`src/shared/csc_pkg.sv`:
```
package csc_pkg;

   // ------------------------------------------------------------------
   // Register offsets.
   // ------------------------------------------------------------------
   localparam logic [3:0] OFS_PROTECT = 4'h0;
   localparam logic [3:0] OFS_CTRL0 = 4'h1;
   localparam logic [3:0] OFS_CTRL1 = 4'h2;
   localparam logic [3:0] OFS_CTRL2 = 4'h3;
   localparam logic [3:0] OFS_DIVIDER = 4'h4;
   localparam logic [3:0] OFS_PMODE0 = 4'h5;
   localparam logic [3:0] OFS_PMODE2 = 4'h6;
   localparam logic [3:0] OFS_PLL = 4'h7;

   // ------------------------------------------------------------------
   // Field positions.
   // ------------------------------------------------------------------
   localparam int B_PROTECT_EN = 0;
   localparam int B_PERIPH_STOP_WAIT = 2;
   localparam int B_STOP_IND = 3;
   localparam int B_SUB_OSC_EN = 4;
   localparam int B_MAIN_STOP = 5;
   localparam int B_STICKY = 6;
   localparam int B_SUB_SEL = 7;
   localparam int B_STOP_MODE = 0;
   localparam int B_PLL_SEL = 7;
   localparam int B_DETECT_EN = 0;
   localparam int B_ONCHIP_SEL = 1;
   localparam int B_LOSS_FLAG = 2;
   localparam int B_MAIN_STOPPED = 3;
   localparam int B_BUS_CLK_OUT = 7;
   localparam int B_CLK_LOCK = 1;
   localparam int B_WDT_ONCHIP = 2;
   localparam int B_PLL_EN = 7;

   // ------------------------------------------------------------------
   // Reset and forced values.
   // ------------------------------------------------------------------
   localparam logic [4:0] DIV_BY8 = 5'h08;
   localparam logic [1:0] CLKOUT_SEL_BCLK = 2'h0;
   localparam logic [2:0] PLL_MULT_RST = 3'h0;

   // ------------------------------------------------------------------
   // Timing.
   // ------------------------------------------------------------------
   localparam int CLK_PERIOD_NS = 25;
   localparam int LOSS_TIME_NS = 2000;
   localparam int LOSS_CYCLES = (LOSS_TIME_NS + CLK_PERIOD_NS - 1) / CLK_PERIOD_NS;

   // ------------------------------------------------------------------
   // Types.
   // ------------------------------------------------------------------
   typedef enum logic [2:0] {
      SRC_MAIN = 3'h0,
      SRC_SUB = 3'h1,
      SRC_ONCHIP = 3'h2,
      SRC_PLL = 3'h3,
      SRC_OFF = 3'h4
   } csc_src_e;

   typedef enum logic [1:0] {
      SW_RUN = 2'h0,
      SW_DRAIN = 2'h1,
      SW_FILL = 2'h2
   } csc_sw_e;

   typedef struct packed {
      logic [3:0] addr;
      logic [15:0] wdata;
      logic wr;
      logic rd;
   } csc_bus_s;

   typedef struct packed {
      logic main_crystal_output_high;
      logic feedback_off;
      logic osc_pins_hiz;
      logic main_run;
      logic sub_run;
      logic onchip_run;
      logic pll_run;
   } csc_osc_s;

endpackage : csc_pkg

```
`src/verilog/csc_clock_source_control.sv`:
```
// Decided for this implementation: the register addresses and strobed register access.
`timescale 1ns/1ps
// Summary of operation
// [RULE1] Bus clock out only when bit 0, select 00b
// [RULE2] Clock registers writable only after protect enable
// [RULE3] Lock bit freezes clock-change bits and PLL
// [RULE4] Main stop drives crystal high, forces divide-by-8 unless on-chip select is set
// [RULE5] Sticky configuration bit is set-only
// [RULE6] Software sequences sub clock select safely
// [RULE7] Stop entry sets stop indication bit
// [RULE8] Software sets sub oscillator pins to input
// [RULE9] Stop mode: crystal high, feedback off, pins hiz
// [RULE10] Watchdog on-chip bit blocks stop-mode writes
// [RULE11] Software selects PLL only after it stabilizes
// [RULE12] Loss with detection sets on-chip select, sticky
// [RULE13] Loss flag set by hardware, re-arms after restart
// [RULE14] Software keeps on-chip select while loss pending
// [RULE15] Software samples stopped status several times
// [RULE16] PLL multiplier written once, only PLL disabled
// [RULE17] Software writes both PLL registers in one access
// [RULE18] Software deselects then disables PLL before sleep
// [RULE19] Software reselects source before stopping main
// [RULE20] Loss raises interrupt and starts on-chip oscillator
// [RULE21] Loss sets main-clock-stopped status
// [RULE22] Lock keeps CPU clock running through wait
// [RULE23] Source switches never truncate CPU clock pulses
module csc_clock_source_control #(
   parameter int LOSS_CNT = csc_pkg::LOSS_CYCLES
) (
   // Clock and reset.
   input wire logic clk_sys,
   input wire logic srst,
   // Register port.
   input wire csc_pkg::csc_bus_s bus,
   output logic [15:0] rdata,
   // Oscillator levels, sampled on clk_sys.
   input wire logic main_osc_lvl,
   input wire logic sub_osc_lvl,
   input wire logic onchip_osc_lvl,
   input wire logic pll_osc_lvl,
   // CPU state.
   input wire logic micro_mode,
   input wire logic wait_req,
   input wire logic wake_evt,
   // Clock outputs.
   output logic cpu_clk,
   output logic clock_out_pin,
   output logic clock_out_pin_oe,
   // Oscillator control.
   output csc_pkg::csc_osc_s osc,
   output logic [4:0] main_divider_field,
   output logic [2:0] pll_multiplier_field,
   output logic osc_stop_irq
);

   // ------------------------------------------------------------------
   // Parameter check.
   // ------------------------------------------------------------------
   generate
      if (LOSS_CNT < 2 || LOSS_CNT > 65535) begin : g_bad
         $error("LOSS_CNT out of range");
      end
   endgenerate

   // ------------------------------------------------------------------
   // Register state.
   // ------------------------------------------------------------------
   logic register_protect_enable_r;
   logic [7:0] ctrl0_r;
   logic stop_mode_bit_r;
   logic pll_select_r;
   logic stop_detect_enable_r;
   logic on_chip_osc_select_r;
   logic loss_detected_flag_r;
   logic main_clock_stopped_status_r;
   logic [4:0] div_r;
   logic bus_clock_output_bit_r;
   logic clock_change_lock_r;
   logic watchdog_on_chip_clock_r;
   logic pll_enable_r;
   logic [2:0] pll_mult_r;
   logic mult_written_r;
   logic [7:0] pll_control_reg1_r;
   logic [15:0] idle_cnt_r;
   logic main_prev_r;
   logic loss_evt;
   logic wr_ok;
   logic lock;
   logic [7:0] wd;

   assign wr_ok = bus.wr & register_protect_enable_r; // [RULE2]
   assign lock = clock_change_lock_r;
   assign wd = bus.wdata[7:0];

   // ------------------------------------------------------------------
   // Protect register.
   // ------------------------------------------------------------------
   always_ff @(posedge clk_sys) begin
      if (srst) begin
         register_protect_enable_r <= 1'b0;
      end else if (bus.wr && bus.addr == csc_pkg::OFS_PROTECT) begin
         register_protect_enable_r <= wd[csc_pkg::B_PROTECT_EN];
      end
   end

   // ------------------------------------------------------------------
   // Control register 0.
   // ------------------------------------------------------------------
   always_ff @(posedge clk_sys) begin
      if (srst) begin
         ctrl0_r <= 8'h00;
      end else begin
         if (wr_ok && bus.addr == csc_pkg::OFS_CTRL0) begin
            ctrl0_r[1:0] <= wd[1:0];
            ctrl0_r[csc_pkg::B_SUB_OSC_EN] <= wd[csc_pkg::B_SUB_OSC_EN];
            if (!lock) begin // [RULE3]
               ctrl0_r[csc_pkg::B_PERIPH_STOP_WAIT] <= wd[csc_pkg::B_PERIPH_STOP_WAIT];
               ctrl0_r[csc_pkg::B_MAIN_STOP] <= wd[csc_pkg::B_MAIN_STOP];
               ctrl0_r[csc_pkg::B_SUB_SEL] <= wd[csc_pkg::B_SUB_SEL];
            end
            if (wd[csc_pkg::B_STICKY]) begin
               ctrl0_r[csc_pkg::B_STICKY] <= 1'b1; // [RULE5]
            end
            if (!wd[csc_pkg::B_STOP_IND]) begin
               ctrl0_r[csc_pkg::B_STOP_IND] <= 1'b0;
            end
         end
         if (stop_mode_bit_r) begin
            ctrl0_r[csc_pkg::B_STOP_IND] <= 1'b1; // [RULE7]
         end
      end
   end

   // ------------------------------------------------------------------
   // Control register 1 and stop mode.
   // ------------------------------------------------------------------
   always_ff @(posedge clk_sys) begin
      if (srst) begin
         stop_mode_bit_r <= 1'b0;
         pll_select_r <= 1'b0;
      end else begin
         if (wr_ok && bus.addr == csc_pkg::OFS_CTRL1 && !lock) begin // [RULE3]
            pll_select_r <= wd[csc_pkg::B_PLL_SEL];
            if (!watchdog_on_chip_clock_r && wd[csc_pkg::B_STOP_MODE]) begin // [RULE10]
               stop_mode_bit_r <= 1'b1;
            end
         end
         if (stop_mode_bit_r && wake_evt) begin
            stop_mode_bit_r <= 1'b0;
         end
      end
   end

   // ------------------------------------------------------------------
   // Control register 2 and loss detection.
   // ------------------------------------------------------------------
   always_ff @(posedge clk_sys) begin
      if (srst) begin
         main_prev_r <= 1'b0;
         idle_cnt_r <= 16'h0000;
         main_clock_stopped_status_r <= 1'b0;
      end else begin
         main_prev_r <= main_osc_lvl;
         if (main_osc_lvl != main_prev_r) begin
            idle_cnt_r <= 16'h0000;
            main_clock_stopped_status_r <= 1'b0;
         end else if (idle_cnt_r == 16'(LOSS_CNT - 1)) begin
            main_clock_stopped_status_r <= 1'b1; // [RULE21]
         end else begin
            idle_cnt_r <= idle_cnt_r + 16'h0001;
         end
      end
   end

   // A loss is a fresh transition to stopped, so a cleared flag re-arms only after a restart.
   assign loss_evt = (idle_cnt_r == 16'(LOSS_CNT - 1)) && (main_osc_lvl == main_prev_r)
      && !main_clock_stopped_status_r && !ctrl0_r[csc_pkg::B_MAIN_STOP]
      && !stop_mode_bit_r; // [RULE13]
   assign osc_stop_irq = loss_evt & stop_detect_enable_r; // [RULE20]

   always_ff @(posedge clk_sys) begin
      if (srst) begin
         stop_detect_enable_r <= 1'b0;
         on_chip_osc_select_r <= 1'b0;
         loss_detected_flag_r <= 1'b0;
      end else begin
         if (wr_ok && bus.addr == csc_pkg::OFS_CTRL2) begin
            if (!lock) begin // [RULE3]
               stop_detect_enable_r <= wd[csc_pkg::B_DETECT_EN];
            end
            on_chip_osc_select_r <= wd[csc_pkg::B_ONCHIP_SEL];
            if (!wd[csc_pkg::B_LOSS_FLAG]) begin
               loss_detected_flag_r <= 1'b0; // [RULE13]
            end
         end
         if (loss_evt) begin
            loss_detected_flag_r <= 1'b1; // [RULE13]
         end
         if (loss_evt && stop_detect_enable_r) begin
            on_chip_osc_select_r <= 1'b1; // [RULE12]
         end
      end
   end

   // ------------------------------------------------------------------
   // Divider register.
   // ------------------------------------------------------------------
   always_ff @(posedge clk_sys) begin
      if (srst) begin
         div_r <= csc_pkg::DIV_BY8;
      end else if (stop_mode_bit_r) begin
         div_r <= csc_pkg::DIV_BY8; // [RULE9]
      end else if (ctrl0_r[csc_pkg::B_MAIN_STOP] && !on_chip_osc_select_r) begin
         div_r <= csc_pkg::DIV_BY8; // [RULE4]
      end else if (wr_ok && bus.addr == csc_pkg::OFS_DIVIDER) begin
         div_r <= wd[4:0];
      end
   end

   // ------------------------------------------------------------------
   // Processor mode registers.
   // ------------------------------------------------------------------
   always_ff @(posedge clk_sys) begin
      if (srst) begin
         bus_clock_output_bit_r <= 1'b1;
         clock_change_lock_r <= 1'b0;
         watchdog_on_chip_clock_r <= 1'b0;
      end else begin
         if (wr_ok && bus.addr == csc_pkg::OFS_PMODE0) begin
            bus_clock_output_bit_r <= wd[csc_pkg::B_BUS_CLK_OUT];
         end
         if (wr_ok && bus.addr == csc_pkg::OFS_PMODE2) begin
            clock_change_lock_r <= wd[csc_pkg::B_CLK_LOCK];
            watchdog_on_chip_clock_r <= wd[csc_pkg::B_WDT_ONCHIP];
         end
      end
   end

   // ------------------------------------------------------------------
   // PLL control registers, both bytes in one access.
   // ------------------------------------------------------------------
   always_ff @(posedge clk_sys) begin
      if (srst) begin
         pll_enable_r <= 1'b0;
         pll_mult_r <= csc_pkg::PLL_MULT_RST;
         mult_written_r <= 1'b0;
         pll_control_reg1_r <= 8'h00;
      end else if (wr_ok && bus.addr == csc_pkg::OFS_PLL && !lock) begin // [RULE3]
         pll_enable_r <= wd[csc_pkg::B_PLL_EN];
         if (!pll_enable_r && !mult_written_r) begin // [RULE16]
            pll_mult_r <= wd[2:0];
            pll_control_reg1_r <= bus.wdata[15:8];
            mult_written_r <= 1'b1;
         end
      end
   end

   // ------------------------------------------------------------------
   // Read data.
   // ------------------------------------------------------------------
   always_ff @(posedge clk_sys) begin
      if (srst) begin
         rdata <= 16'h0000;
      end else if (bus.rd) begin
         case (bus.addr)
            csc_pkg::OFS_PROTECT: rdata <= {15'h0000, register_protect_enable_r};
            csc_pkg::OFS_CTRL0: rdata <= {8'h00, ctrl0_r};
            csc_pkg::OFS_CTRL1: rdata <= {8'h00, pll_select_r, 6'h00, stop_mode_bit_r};
            csc_pkg::OFS_CTRL2: rdata <= {12'h000, main_clock_stopped_status_r,
               loss_detected_flag_r, on_chip_osc_select_r, stop_detect_enable_r};
            csc_pkg::OFS_DIVIDER: rdata <= {11'h000, div_r};
            csc_pkg::OFS_PMODE0: rdata <= {8'h00, bus_clock_output_bit_r, 7'h00};
            csc_pkg::OFS_PMODE2: rdata <= {13'h0000, watchdog_on_chip_clock_r,
               clock_change_lock_r, 1'b0};
            csc_pkg::OFS_PLL: rdata <= {pll_control_reg1_r, pll_enable_r, 4'h0, pll_mult_r};
            default: rdata <= 16'h0000;
         endcase
      end else begin
         rdata <= 16'h0000;
      end
   end

   // ------------------------------------------------------------------
   // Glitch-free CPU clock switch.
   // ------------------------------------------------------------------
   csc_pkg::csc_src_e src_cur_r;
   csc_pkg::csc_src_e src_want;
   csc_pkg::csc_sw_e sw_r;
   logic [4:0] src_lvl;
   logic gate_off;

   assign src_lvl = {1'b0, pll_osc_lvl, onchip_osc_lvl, sub_osc_lvl, main_osc_lvl};
   assign gate_off = stop_mode_bit_r | (wait_req & ~lock); // [RULE22]

   always_comb begin
      if (gate_off) begin
         src_want = csc_pkg::SRC_OFF;
      end else if (ctrl0_r[csc_pkg::B_SUB_SEL]) begin
         src_want = csc_pkg::SRC_SUB;
      end else if (on_chip_osc_select_r) begin
         src_want = csc_pkg::SRC_ONCHIP;
      end else if (pll_select_r) begin
         src_want = csc_pkg::SRC_PLL;
      end else begin
         src_want = csc_pkg::SRC_MAIN;
      end
   end

   // Leave the old source only on its low phase, join the new one on its low phase.
   always_ff @(posedge clk_sys) begin
      if (srst) begin
         sw_r <= csc_pkg::SW_RUN;
         src_cur_r <= csc_pkg::SRC_MAIN;
         cpu_clk <= 1'b0;
      end else begin
         case (sw_r)
            csc_pkg::SW_RUN: begin
               cpu_clk <= src_lvl[src_cur_r];
               if (src_want != src_cur_r && !src_lvl[src_cur_r]) begin // [RULE23]
                  sw_r <= csc_pkg::SW_DRAIN;
                  cpu_clk <= 1'b0;
               end
            end
            csc_pkg::SW_DRAIN: begin
               cpu_clk <= 1'b0;
               src_cur_r <= src_want;
               sw_r <= csc_pkg::SW_FILL;
            end
            csc_pkg::SW_FILL: begin
               cpu_clk <= 1'b0;
               if (!src_lvl[src_cur_r]) begin // [RULE23]
                  sw_r <= csc_pkg::SW_RUN;
               end
            end
            default: begin
               sw_r <= csc_pkg::SW_RUN;
               cpu_clk <= 1'b0;
            end
         endcase
      end
   end

   // ------------------------------------------------------------------
   // Pins and oscillator control.
   // ------------------------------------------------------------------
   always_ff @(posedge clk_sys) begin
      if (srst) begin
         clock_out_pin <= 1'b0;
         clock_out_pin_oe <= 1'b0;
         osc <= '0;
      end else begin
         clock_out_pin <= cpu_clk;
         clock_out_pin_oe <= micro_mode && !bus_clock_output_bit_r
            && ctrl0_r[1:0] == csc_pkg::CLKOUT_SEL_BCLK; // [RULE1]
         osc.main_crystal_output_high <= ctrl0_r[csc_pkg::B_MAIN_STOP] | stop_mode_bit_r; // [RULE4]
         osc.feedback_off <= stop_mode_bit_r; // [RULE9]
         osc.osc_pins_hiz <= stop_mode_bit_r; // [RULE9]
         osc.main_run <= ~ctrl0_r[csc_pkg::B_MAIN_STOP] & ~stop_mode_bit_r;
         osc.sub_run <= ctrl0_r[csc_pkg::B_SUB_OSC_EN] & ~stop_mode_bit_r;
         osc.onchip_run <= on_chip_osc_select_r | watchdog_on_chip_clock_r | osc_stop_irq; // [RULE20]
         osc.pll_run <= pll_enable_r & ~stop_mode_bit_r;
      end
   end

   assign main_divider_field = div_r;
   assign pll_multiplier_field = pll_mult_r;

endmodule : csc_clock_source_control

```
`config.mk`:
```
export PLATFORM = sky130hd
export DESIGN_NAME = csc_clock_source_control
export DESIGN_NICKNAME = d
export VERILOG_FILES = /design/src/shared/csc_pkg.sv /design/src/verilog/csc_clock_source_control.sv
export SDC_FILE = /design/constraint.sdc
export NUM_CORES = 1
export LEC_CHECK = 0
export ABC_AREA = 1
export BUFFER_PORTS_ARGS = -buffer_cell sky130_fd_sc_hd__buf_2
export CORE_MARGIN = 2
export CORE_UTILIZATION = 55
export DETAILED_ROUTE_END_ITERATION = 8
export PLACE_DENSITY = 0.78
export SLEW_MARGIN = 20
export SYNTH_ARGS = -nofsm -noshare
export SYNTH_HDL_FRONTEND = slang
export SYNTH_SLANG_ARGS = --single-unit
```
`constraint.sdc`:
```
create_clock -name clk_sys -period 1.9 [get_ports clk_sys]
set_input_delay 0.19 -clock clk_sys [delete_from_list [all_inputs] [get_ports clk_sys]]
set_output_delay 0.19 -clock clk_sys [all_outputs]
set_load 0.02 [all_outputs]
```
Word level (Yosys, flattened, before mapping)
Cells that the tools add are included.
Operators by class
  equal/unequal tests: 17
  add/sub/neg operators: 1
  bitwise logic cells: 15
  mux-type cells: 19
  reductions and logical operators: 51
  $lt $le $gt $ge: 1
Operator list (count)
  16-bit case mux with 8 select lines: 1
  1-bit logical AND: 22
  16-bit by 1-bit adder with 16-bit output (second input constant): 1
  16-bit by 7-bit == test with 1-bit output (second input constant): 1
  4-bit by 3-bit == test with 1-bit output (second input constant): 4
  2-bit AND reduction: 8
  1-bit logical NOT: 10
  2-bit two-way mux: 5
  1-bit two-way mux: 9
  4-bit by 2-bit == test with 1-bit output (second input constant): 2
  1-bit bitwise AND: 6
  2-bit case mux with 3 select lines: 1
  2-bit nonzero test: 3
  2-bit OR reduction: 3
  3-bit OR reduction: 2
  1-bit NOT: 5
  4-bit by 1-bit == test with 1-bit output (second input constant): 1
  2-bit logical NOT: 2
  4-bit logical NOT: 1
  3-bit by 4-bit < comparator with 1-bit output (second input constant): 1
  4-bit two-way mux: 1
  2-bit by 1-bit inequality test with 1-bit output (second input constant): 2
  2-bit inequality test (second input constant): 2
  1-bit OR: 4
  other kinds (7): 7
Word-level totals
  register bits after elaboration: 83

Logic depth before layout (Yosys ltp)
Gate-level depths: netlist of the first run.
  depth after elaboration: 8
  depth in mapped cells: 9

Worst setup path after synthesis of the first run
Ideal clock, no wire load.
  path kind: reg2out
  start: register idle_cnt_r[0]
  end: output port osc_stop_irq
  setup slack: 0.428 ns
  buffers on the path: 0
  arrival: 1.282 ns
  required time: 1.710 ns
  stages on the path, launching flop included: 7
  cells stage by stage: dfxtp_1 ha_1 nand3_1 nor2_1 nand2_1 inv_1 and3_1
On the way
  cells in the longest elaborated chain, start to end: 6
Ends and longest elaborated chain
  from (decl): RTL line csc_clock_source_control.sv:84  | logic [15:0] idle_cnt_r;
  from (signal assigned): RTL line csc_clock_source_control.sv:170  | idle_cnt_r <= idle_cnt_r + 16'h0001;
  16-bit by 7-bit == test with 1-bit output: RTL line csc_clock_source_control.sv:176  | assign loss_evt = (idle_cnt_r == 16'(LOSS_CNT - 1)) && (main_osc_lvl == main_prev_r)
  1-bit logical AND: RTL line csc_clock_source_control.sv:176
  1-bit logical AND (2 in series): RTL line csc_clock_source_control.sv:177  | && !main_clock_stopped_status_r && !ctrl0_r[csc_pkg::B_MAIN_STOP]
  1-bit logical AND: RTL line csc_clock_source_control.sv:178  | && !stop_mode_bit_r;
  1-bit bitwise AND: RTL line csc_clock_source_control.sv:179  | assign osc_stop_irq = loss_evt & stop_detect_enable_r;
  to (decl): RTL line csc_clock_source_control.sv:53  | output logic osc_stop_irq
Every way passes these cells.

Final worst setup path of the first run
Ends and elaborated chain as after synthesis.

==> impl_metrics.csv, run 1 <==
group,metric,value,unit
worst_setup_path,cpMaxStageDelayCell,"dfxtp_4",
clock_network,htreeDepth,3,
sta,finalSetupViolCount,0,
worst_setup_path,r2r_cells,7,
sta,final_hold_viol_count,0,
yosys,yosys_warnings,0,
global_route,grt_pass1_wl,13560,microns
sta,min_period,1.802,ns
drt,final_antenna_net_count,0,
floorplan,row_count,28,
yosys,ys_types,29,
clock_network,post-cts-setup-buffers,0,
clock_network,postCtsHoldBufs,0,
final_layout,drive_gt1_share,20.21,%
clock_network,insertion_delay,0.35,ns
yosys,syn-mean-instance-area,7.134,sq um
worst_setup_path,crit_required,1.71,ns
yosys,mappedNetlistNets,518,
drt,drtIter0Drc,180,
worst_hold_path,hold_depth,2,
clock_network,cts_root_buf,"clkbuf_8",
worst_setup_path,crit_path_cell_trace,"ha_4 > nand3_4 > nor2_1 > nand2_2 > inv_2 > and3_1 > buf_4",
worst_setup_path,critPathCaptureType,"output pin",
floorplan,chipWidth,83.40,microns
worst_setup_path,max_stage_delay,0.38,ns
clock_network,cts_tree,"done",
floorplan,dieHeight,83.40,microns
sta,finalCritPeriodShare,94.85,%
drt,dr.pass1.iters,5,
drt,wl,8201,microns
yosys,synthCells,486,
floorplan,fp.coreArea,5991,sq um
sta,rsz0062_at_grt,"no",
floorplan,die_area,6955,sq um
global_route,grt_antenna_before_repair,0,
sta,tns,0,ns
floorplan,io-pin-count,66,
drt,via_per_inst,5.167,
yosys,ys_ff_latch,83,
placement,port_buffers,65,
yosys,synth_area,3467,sq um
floorplan,initial_core_util,57.87,%
global_route,grt_pass1_vias,3064,
placement,placed_cells,623,
sta,slew_headroom,75.91,%
worst_setup_path,worst_setup_path_start_kind,"flop",
clock_network,clkSlewWorstSetupHoldPaths,0.08,ns
placement,post-dp-hpwl,6190,microns
power_and_ir_drop,p_leak,1.728,nW
worst_hold_path,hold_class,"primary input to flop",
clock_network,cts_buffer_depth,2,
drt,drc,0,
final_layout,fin_nets,591,
worst_setup_path,path_class,"flop to output pin",
yosys,ys_seq_area_share,47.92,%
final_layout,syn2layout_area_growth,18.08,%
placement,gp_congestion,0.9027,
global_route,grt_max_degree,22,
clock_network,clock_sinks,83,
global_route,gr-total-overflow,0,
sta,worstMarginPinSlew,0.3601,ns
final_layout,final_cells,639,
sta,slew_viol_final,0,
power_and_ir_drop,pwr_density_cell,797.3,nW/um^2
drt,detail_route.wl_per_cell,12.83,microns
worst_setup_path,arrival,1.61,ns
global_route,grtUsageTotal,23.82,%
worst_setup_path,crit_fanout,5,
final_layout,insertedDiodeCount,0,
power_and_ir_drop,ir_drop,453.2,uV
outcome,outcome,"finished clean",
sta,timing.fmax,554.9,MHz
clock_network,cts-buffers-inserted,9,
drt,num_vias,3302,
sta,fin_skew,0.005967,ns
flow_run,drv_cap,0,
-- synthesized netlist by cell type --
cell type  count  share of area, %
xor2_1         1              0.25
o21ai_0       36               5.2
nor2_1        75               8.1
buf_2          3              0.43
nand2_2        4              0.72
and3_1         1              0.18
o21bai_1       1              0.22
nand4_1        5              0.90
a21oi_1       47               6.8
o21ai_1        1              0.14
o22ai_1        2              0.36
dfxtp_1       83                48
clkinv_1       1              0.11
a211oi_1       1              0.22
nand3_2        1              0.29
buf_6          2              0.65
nor2_4         2              0.65
ha_1           1              0.36
nand2_1       97                11
nor3_2         1              0.29
buf_4          1              0.22
inv_2          6              0.65
o32ai_1        1              0.25
nand3_1       39               5.6
nor2_2         5              0.90
xnor2_1        2              0.51
clkbuf_1       5              0.54
nor3_1         8               1.2
inv_1         54               5.8
-- cells in the final DEF, fill, tap and decap left out, types with 2 or more instances in the layout --
| master | n |
|---|---|
| buf_4 | 9 |
| dfxtp_1 | 81 |
| o21ai_0 | 36 |
| clkinvlp_4 | 4 |
| nand2_2 | 5 |
| nor2_1 | 75 |
| nor2_4 | 2 |
| inv_2 | 7 |
| inv_1 | 53 |
| nor3_1 | 8 |
| o22ai_1 | 2 |
| inv_6 | 2 |
| clkbuf_8 | 9 |
| buf_2 | 64 |
| nand2_1 | 96 |
| nor2_2 | 5 |
| xnor2_1 | 2 |
| nand3_1 | 38 |
| nand4_1 | 5 |
| a21oi_1 | 47 |
-- routing by layer --
| layer | GRT usage, % | routed length, microns | vias to the layer above |
|---|---|---|---|
| met5 | 0 | 0 | - |
| met4 | 8.942 | 135 | 0 |
| met3 | 4.374 | 423 | 16 |
| met2 | 41.94 | 4089 | 90 |
| met1 | 28.82 | 3553 | 1492 |
| li1 | - | - | 1704 |
-- where the power goes --
part | switching, mW | internal, mW
sequential | 0.0347 | 1.79
combinational | 0.198 | 0.107
clock | 0.658 | 0.480
-- stage by stage --
| stage | hold WS [ns] | area, sq um | setup WS, ns | utilization, % | total power, mW |
|---|---|---|---|---|---|
| 3_5_place_dp | 0.4166 | 3882 | 0.2353 | 64.81 | 2.162 |
| 3_3_place_gp | 0.4038 | 3882 | 0.3136 | 64.81 | 2.149 |
| 6_report | 0.05715 | 4094 | 0.09779 | 68.34 | 3.264 |
| 5_1_grt | 0.05889 | 4094 | 0.008325 | 68.34 | 3.393 |
| 4_1_cts | 0.04916 | 4079 | 0.01639 | 68.09 | 3.277 |
| 2_1_floorplan | 0.3002 | 3467 | 0.4283 | - | 2.048 |
-- critical path, delay by kind of cell (launching register included) --
family	cells	cell delay [ns]
fa+ha+maj	1	0.17
buf+inv	2	0.21
flops	1	0.38
simple gates	4	0.50
-- sequential cells by signal, summed over array words and instances (netlist names), 2 cells and up --
signal and count:
pll_multiplier_field 3, ctrl0_r 8, sw_r 2, rdata 16
src_cur_r 3, idle_cnt_r 16, main_divider_field 5, osc 6
pll_control_reg1_r 8
-- kinds of logic (layout without fill, tap and decap cells) --
| kind of cell | Yosys count | after routing | share of synthesized area (%) |
|---|---|---|---|
| AO/OA/AOI/OAI | 89 | 89 | 13.17 |
| XOR/XNOR | 3 | 3 | 0.7580 |
| adder cells (fa/ha/maj) | 1 | 1 | 0.3608 |
| buffers and inverters | 72 | 150 | 8.444 |
| flip-flops | 83 | 83 | 47.92 |
| AND/OR/NAND/NOR | 238 | 238 | 29.34 |
-- layout make-up --
type / count / area, sq um
clock buffer: 9 / 123.9
timing repair buffer: 73 / 387.9
fill: 527 / 1897
tap: 75 / 93.84
sequential: 83 / 1667
inverter: 61 / 229.0
multi-input combinational: 331 / 1540
clock inverter: 7 / 52.55
-- path summary, 6_finish.rpt --
check / from / to / slack (ns)
worst min register to register: cpu_clk / clock_out_pin / 0.42
worst max-delay path: idle_cnt_r[0] / osc_stop_irq / 0.1
worst max register to register: register_protect_enable_r / pll_control_reg1_r[1] / 0.43
worst min-delay path: wake_evt / stop_mode_bit_r / 0.06
-- repair_timing --
| item | CTS | global route |
|---|---|---|
| resized for setup | 5 | 5 |
| setup endpoints to repair | 1 | 1 |
| endpoints found under the hold margin | 0 | 0 |
| pin swaps | 0 | 0 |
(Power assumes the default switching activity.)
==> run 2: changes to the inputs <==
--- a/config.mk
+++ b/config.mk
@@ -5,12 +5,11 @@
 export SDC_FILE = /design/constraint.sdc
 export NUM_CORES = 1
 export LEC_CHECK = 0
-export ABC_AREA = 1
 export BUFFER_PORTS_ARGS = -buffer_cell sky130_fd_sc_hd__buf_2
 export CORE_MARGIN = 2
-export CORE_UTILIZATION = 55
+export CORE_UTILIZATION = 54
 export DETAILED_ROUTE_END_ITERATION = 8
-export PLACE_DENSITY = 0.78
+export PLACE_DENSITY = 0.77
 export SLEW_MARGIN = 20
 export SYNTH_ARGS = -nofsm -noshare
 export SYNTH_HDL_FRONTEND = slang
==> impl_metrics.csv, run 2 <==
group,metric,value,unit
power_and_ir_drop,pwr-share-clk,44.2,%
floorplan,dieHeight,82.76,microns
placement,post-dp-hpwl,5587,microns
drt,via_per_inst,5.556,
final_layout,reg_top3,"idle_cnt_r (16), rdata (16)",
power_and_ir_drop,power.switching,0.7289,mW
yosys,yosys_warnings,0,
yosys,ys.flop_type,"dfxtp_1",
sta,tns,-0.2109,ns
final_layout,layout_common_cells,"80 x dfxtp_1, 64 x buf_2, 48 x nor2_1",
sta,timing.fmax,473.7,MHz
sta,final_hold_viol_count,0,
yosys,yosys.area.top_type_share,49.61,%
floorplan,io-pin-count,66,
drt,wl,7932,microns
sta,rsz0062_at_grt,"yes",
power_and_ir_drop,finalPower,3.456,mW
drt,dr.pass1.iters,5,
worst_setup_path,rrSetupSlack,0.10,ns
yosys,synth.most_common_cell,"dfxtp_1",
drt,final_antenna_net_count,0,
sta,slew_viol_final,0,
sta,fin_skew,0.01086,ns
placement,pre_cts_slack,0.1415,ns
sta,slew_headroom,61.62,%
clock_network,clkSlewWorstSetupHoldPaths,0.09,ns
worst_setup_path,reg2reg_to,"idle_cnt_r[1]",
yosys,synthArstFlopShare,0,%
outcome,outcome,"complete, but fails checks",
final_layout,drive_gt1_share,25.84,%
final_layout,final_cells,520,
global_route,grt_pass1_vias,2710,
yosys,ys_types,51,
power_and_ir_drop,p_leak,1.629,nW
final_layout,fin_nets,472,
global_route,grt_pass1_wl,12480,microns
worst_setup_path,path_class,"flop to output pin",
placement,gp_congestion,0.8005,
clock_network,clock_sinks,83,
worst_setup_path,crit_fanout,2,
worst_setup_path,r2r_start,"idle_cnt_r[14]",
outcome,violations,"negative setup slack",
drt,drc,0,
final_layout,syn2layout_area_growth,22.26,%
worst_setup_path,worst_setup_path_start_kind,"flop",
worst_setup_path,critPathCaptureType,"output pin",
final_layout,layout_commonest_cell,"dfxtp_1",
yosys,ys_ff_latch,83,
power_and_ir_drop,pwr_density_cell,844.0,nW/um^2
sta,holdWs,0.06514,ns
worst_hold_path,min_to,"main_divider_field[3]",
flow_run,drv_cap,0,
placement,port_buffers,65,
global_route,grt_antenna_before_repair,0,
global_route,gr-total-overflow,0,
yosys,ys_top_cells_by_count,"83 x dfxtp_1, 48 x nor2_1, 37 x nand2_1, 28 x a21oi_1, 18 x mux2i_1",
worst_setup_path,cpMaxStageDelayCell,"or4_4",
sta,min_period,2.111,ns
yosys,synth_edf_count,0,
clock_network,cts_buffer_depth,2,
floorplan,fp.coreArea,5956,sq um
clock_network,htreeDepth,3,
global_route,grtUsageTotal,24.39,%
power_and_ir_drop,p_int,2.727,mW
drt,num_vias,2889,
drt,drtIter0Drc,274,
power_and_ir_drop,ir_drop,571.4,uV
placement,placed_cells,500,
worst_hold_path,hold_class,"primary input to flop",
final_layout,insertedDiodeCount,0,
worst_setup_path,arrival,1.92,ns
sta,setup_slack,-0.2109,ns
floorplan,chipWidth,82.76,microns
floorplan,row_count,28,
drt,detail_route.wl_per_cell,15.25,microns
power_and_ir_drop,sequentialPowerShare,51.0,%
yosys,mappedNetlistNets,397,
sta,finalSetupViolCount,1,
clock_network,cts-buffers-inserted,9,
yosys,synthTopCellsByArea,"dfxtp_1 50%, mux2i_1 5.4%, nor2_1 5.4%",
worst_setup_path,crit_required,1.71,ns
sta,finalCritPeriodShare,111.1,%
clock_network,cts_root_buf,"clkbuf_8",
worst_setup_path,crit_path_cell_trace,"or4_4 > nor4_4 > nand4b_4 > inv_2 > buf_6",
clock_network,cts_tree,"done",
worst_setup_path,r2r_cells,5,
clock_network,insertion_delay,0.36,ns
floorplan,initial_core_util,56.24,%
yosys,synthCells,365,
power_and_ir_drop,combPwrFrac,4.8,%
floorplan,die_area,6848,sq um
yosys,netlist.top_cell.by_area,"dfxtp_1",
worst_hold_path,hold_depth,2,
yosys,synth_area,3349,sq um
global_route,grt_max_degree,19,
power_and_ir_drop,swShare,21.09,%
yosys,syn-mean-instance-area,9.177,sq um
worst_setup_path,max_stage_delay,0.54,ns
yosys,ys_seq_area_share,49.61,%
worst_hold_path,hold_start,"bus[5]",
sta,worstMarginPinSlew,0.5696,ns
[run 2: cell type report]
class / instances / area (sq um)
clock buffer: 12 / 145.1
clock inverter: 4 / 97.59
fill: 483 / 1861
inverter: 5 / 18.77
multi-input combinational: 259 / 1615
sequential: 83 / 1665
tap: 75 / 93.84
timing repair buffer: 82 / 459.2
[run 2: kinds of logic (layout without fill, tap and decap cells)]
group,count (synthesis),in the layout,share of synthesized area (%)
AND/OR/NAND/NOR,172,172,28.13
flip-flops,83,83,49.61
AO/OA/AOI/OAI,54,54,9.712
buffers and inverters,23,103,2.727
multiplexers,19,19,6.051
XOR/XNOR,13,13,3.399
adder cells (fa/ha/maj),1,1,0.3735
[run 2: worst max-delay path by stage]
stage               cells past startpoint            to  slack (ns)      startpoint
floorplan                               4  osc_stop_irq       0.009   idle_cnt_r[9]
global placement                        5  osc_stop_irq        0.16  idle_cnt_r[13]
detailed placement                      5  osc_stop_irq        0.14  idle_cnt_r[13]
CTS                                     5  osc_stop_irq       -0.21  idle_cnt_r[13]
global route                            5  osc_stop_irq       -0.26  idle_cnt_r[14]
finish                                  5  osc_stop_irq       -0.21  idle_cnt_r[14]
[run 2: power groups by stage]
stage	clock network [mW]	registers, mW	logic [mW]
floorplan	0	1.81	0.0866
global placement	0	1.80	0.161
finish	1.53	1.76	0.167
CTS	1.54	1.76	0.165
detailed placement	0	1.80	0.164
global route	1.60	1.76	0.184
[run 2: repair_timing]
item	4_1_cts	5_1_grt
setup endpoints to repair	1	1
setup buffers	3	1
pin swaps	2	3
resized for setup	5	3
hold buffers	0	0
[run 2: worst max-delay path, delay by kind of cell (launching register included)]
kind	cells	cell delay, ns
flip-flops	1	0.33
buffers and inverters	2	0.19
AND/OR/NAND/NOR	3	1.04
[run 2: through the flow]
stage	utilization, %	instance area (sq um)
3_5_place_dp	63.80	3800
4_1_cts	68.47	4078
2_1_floorplan	-	3349
5_1_grt	68.76	4095
6_report	68.76	4095
3_3_place_gp	63.80	3800
[run 2: per-layer routing]
layer,global-route usage (%),routed length (microns),vias to the layer above
met2,38.06,3831,80
met1,31.61,3551,1380
li1,-,-,1414
met3,5.326,385,15
met4,12.79,164,0
met5,0,0,-
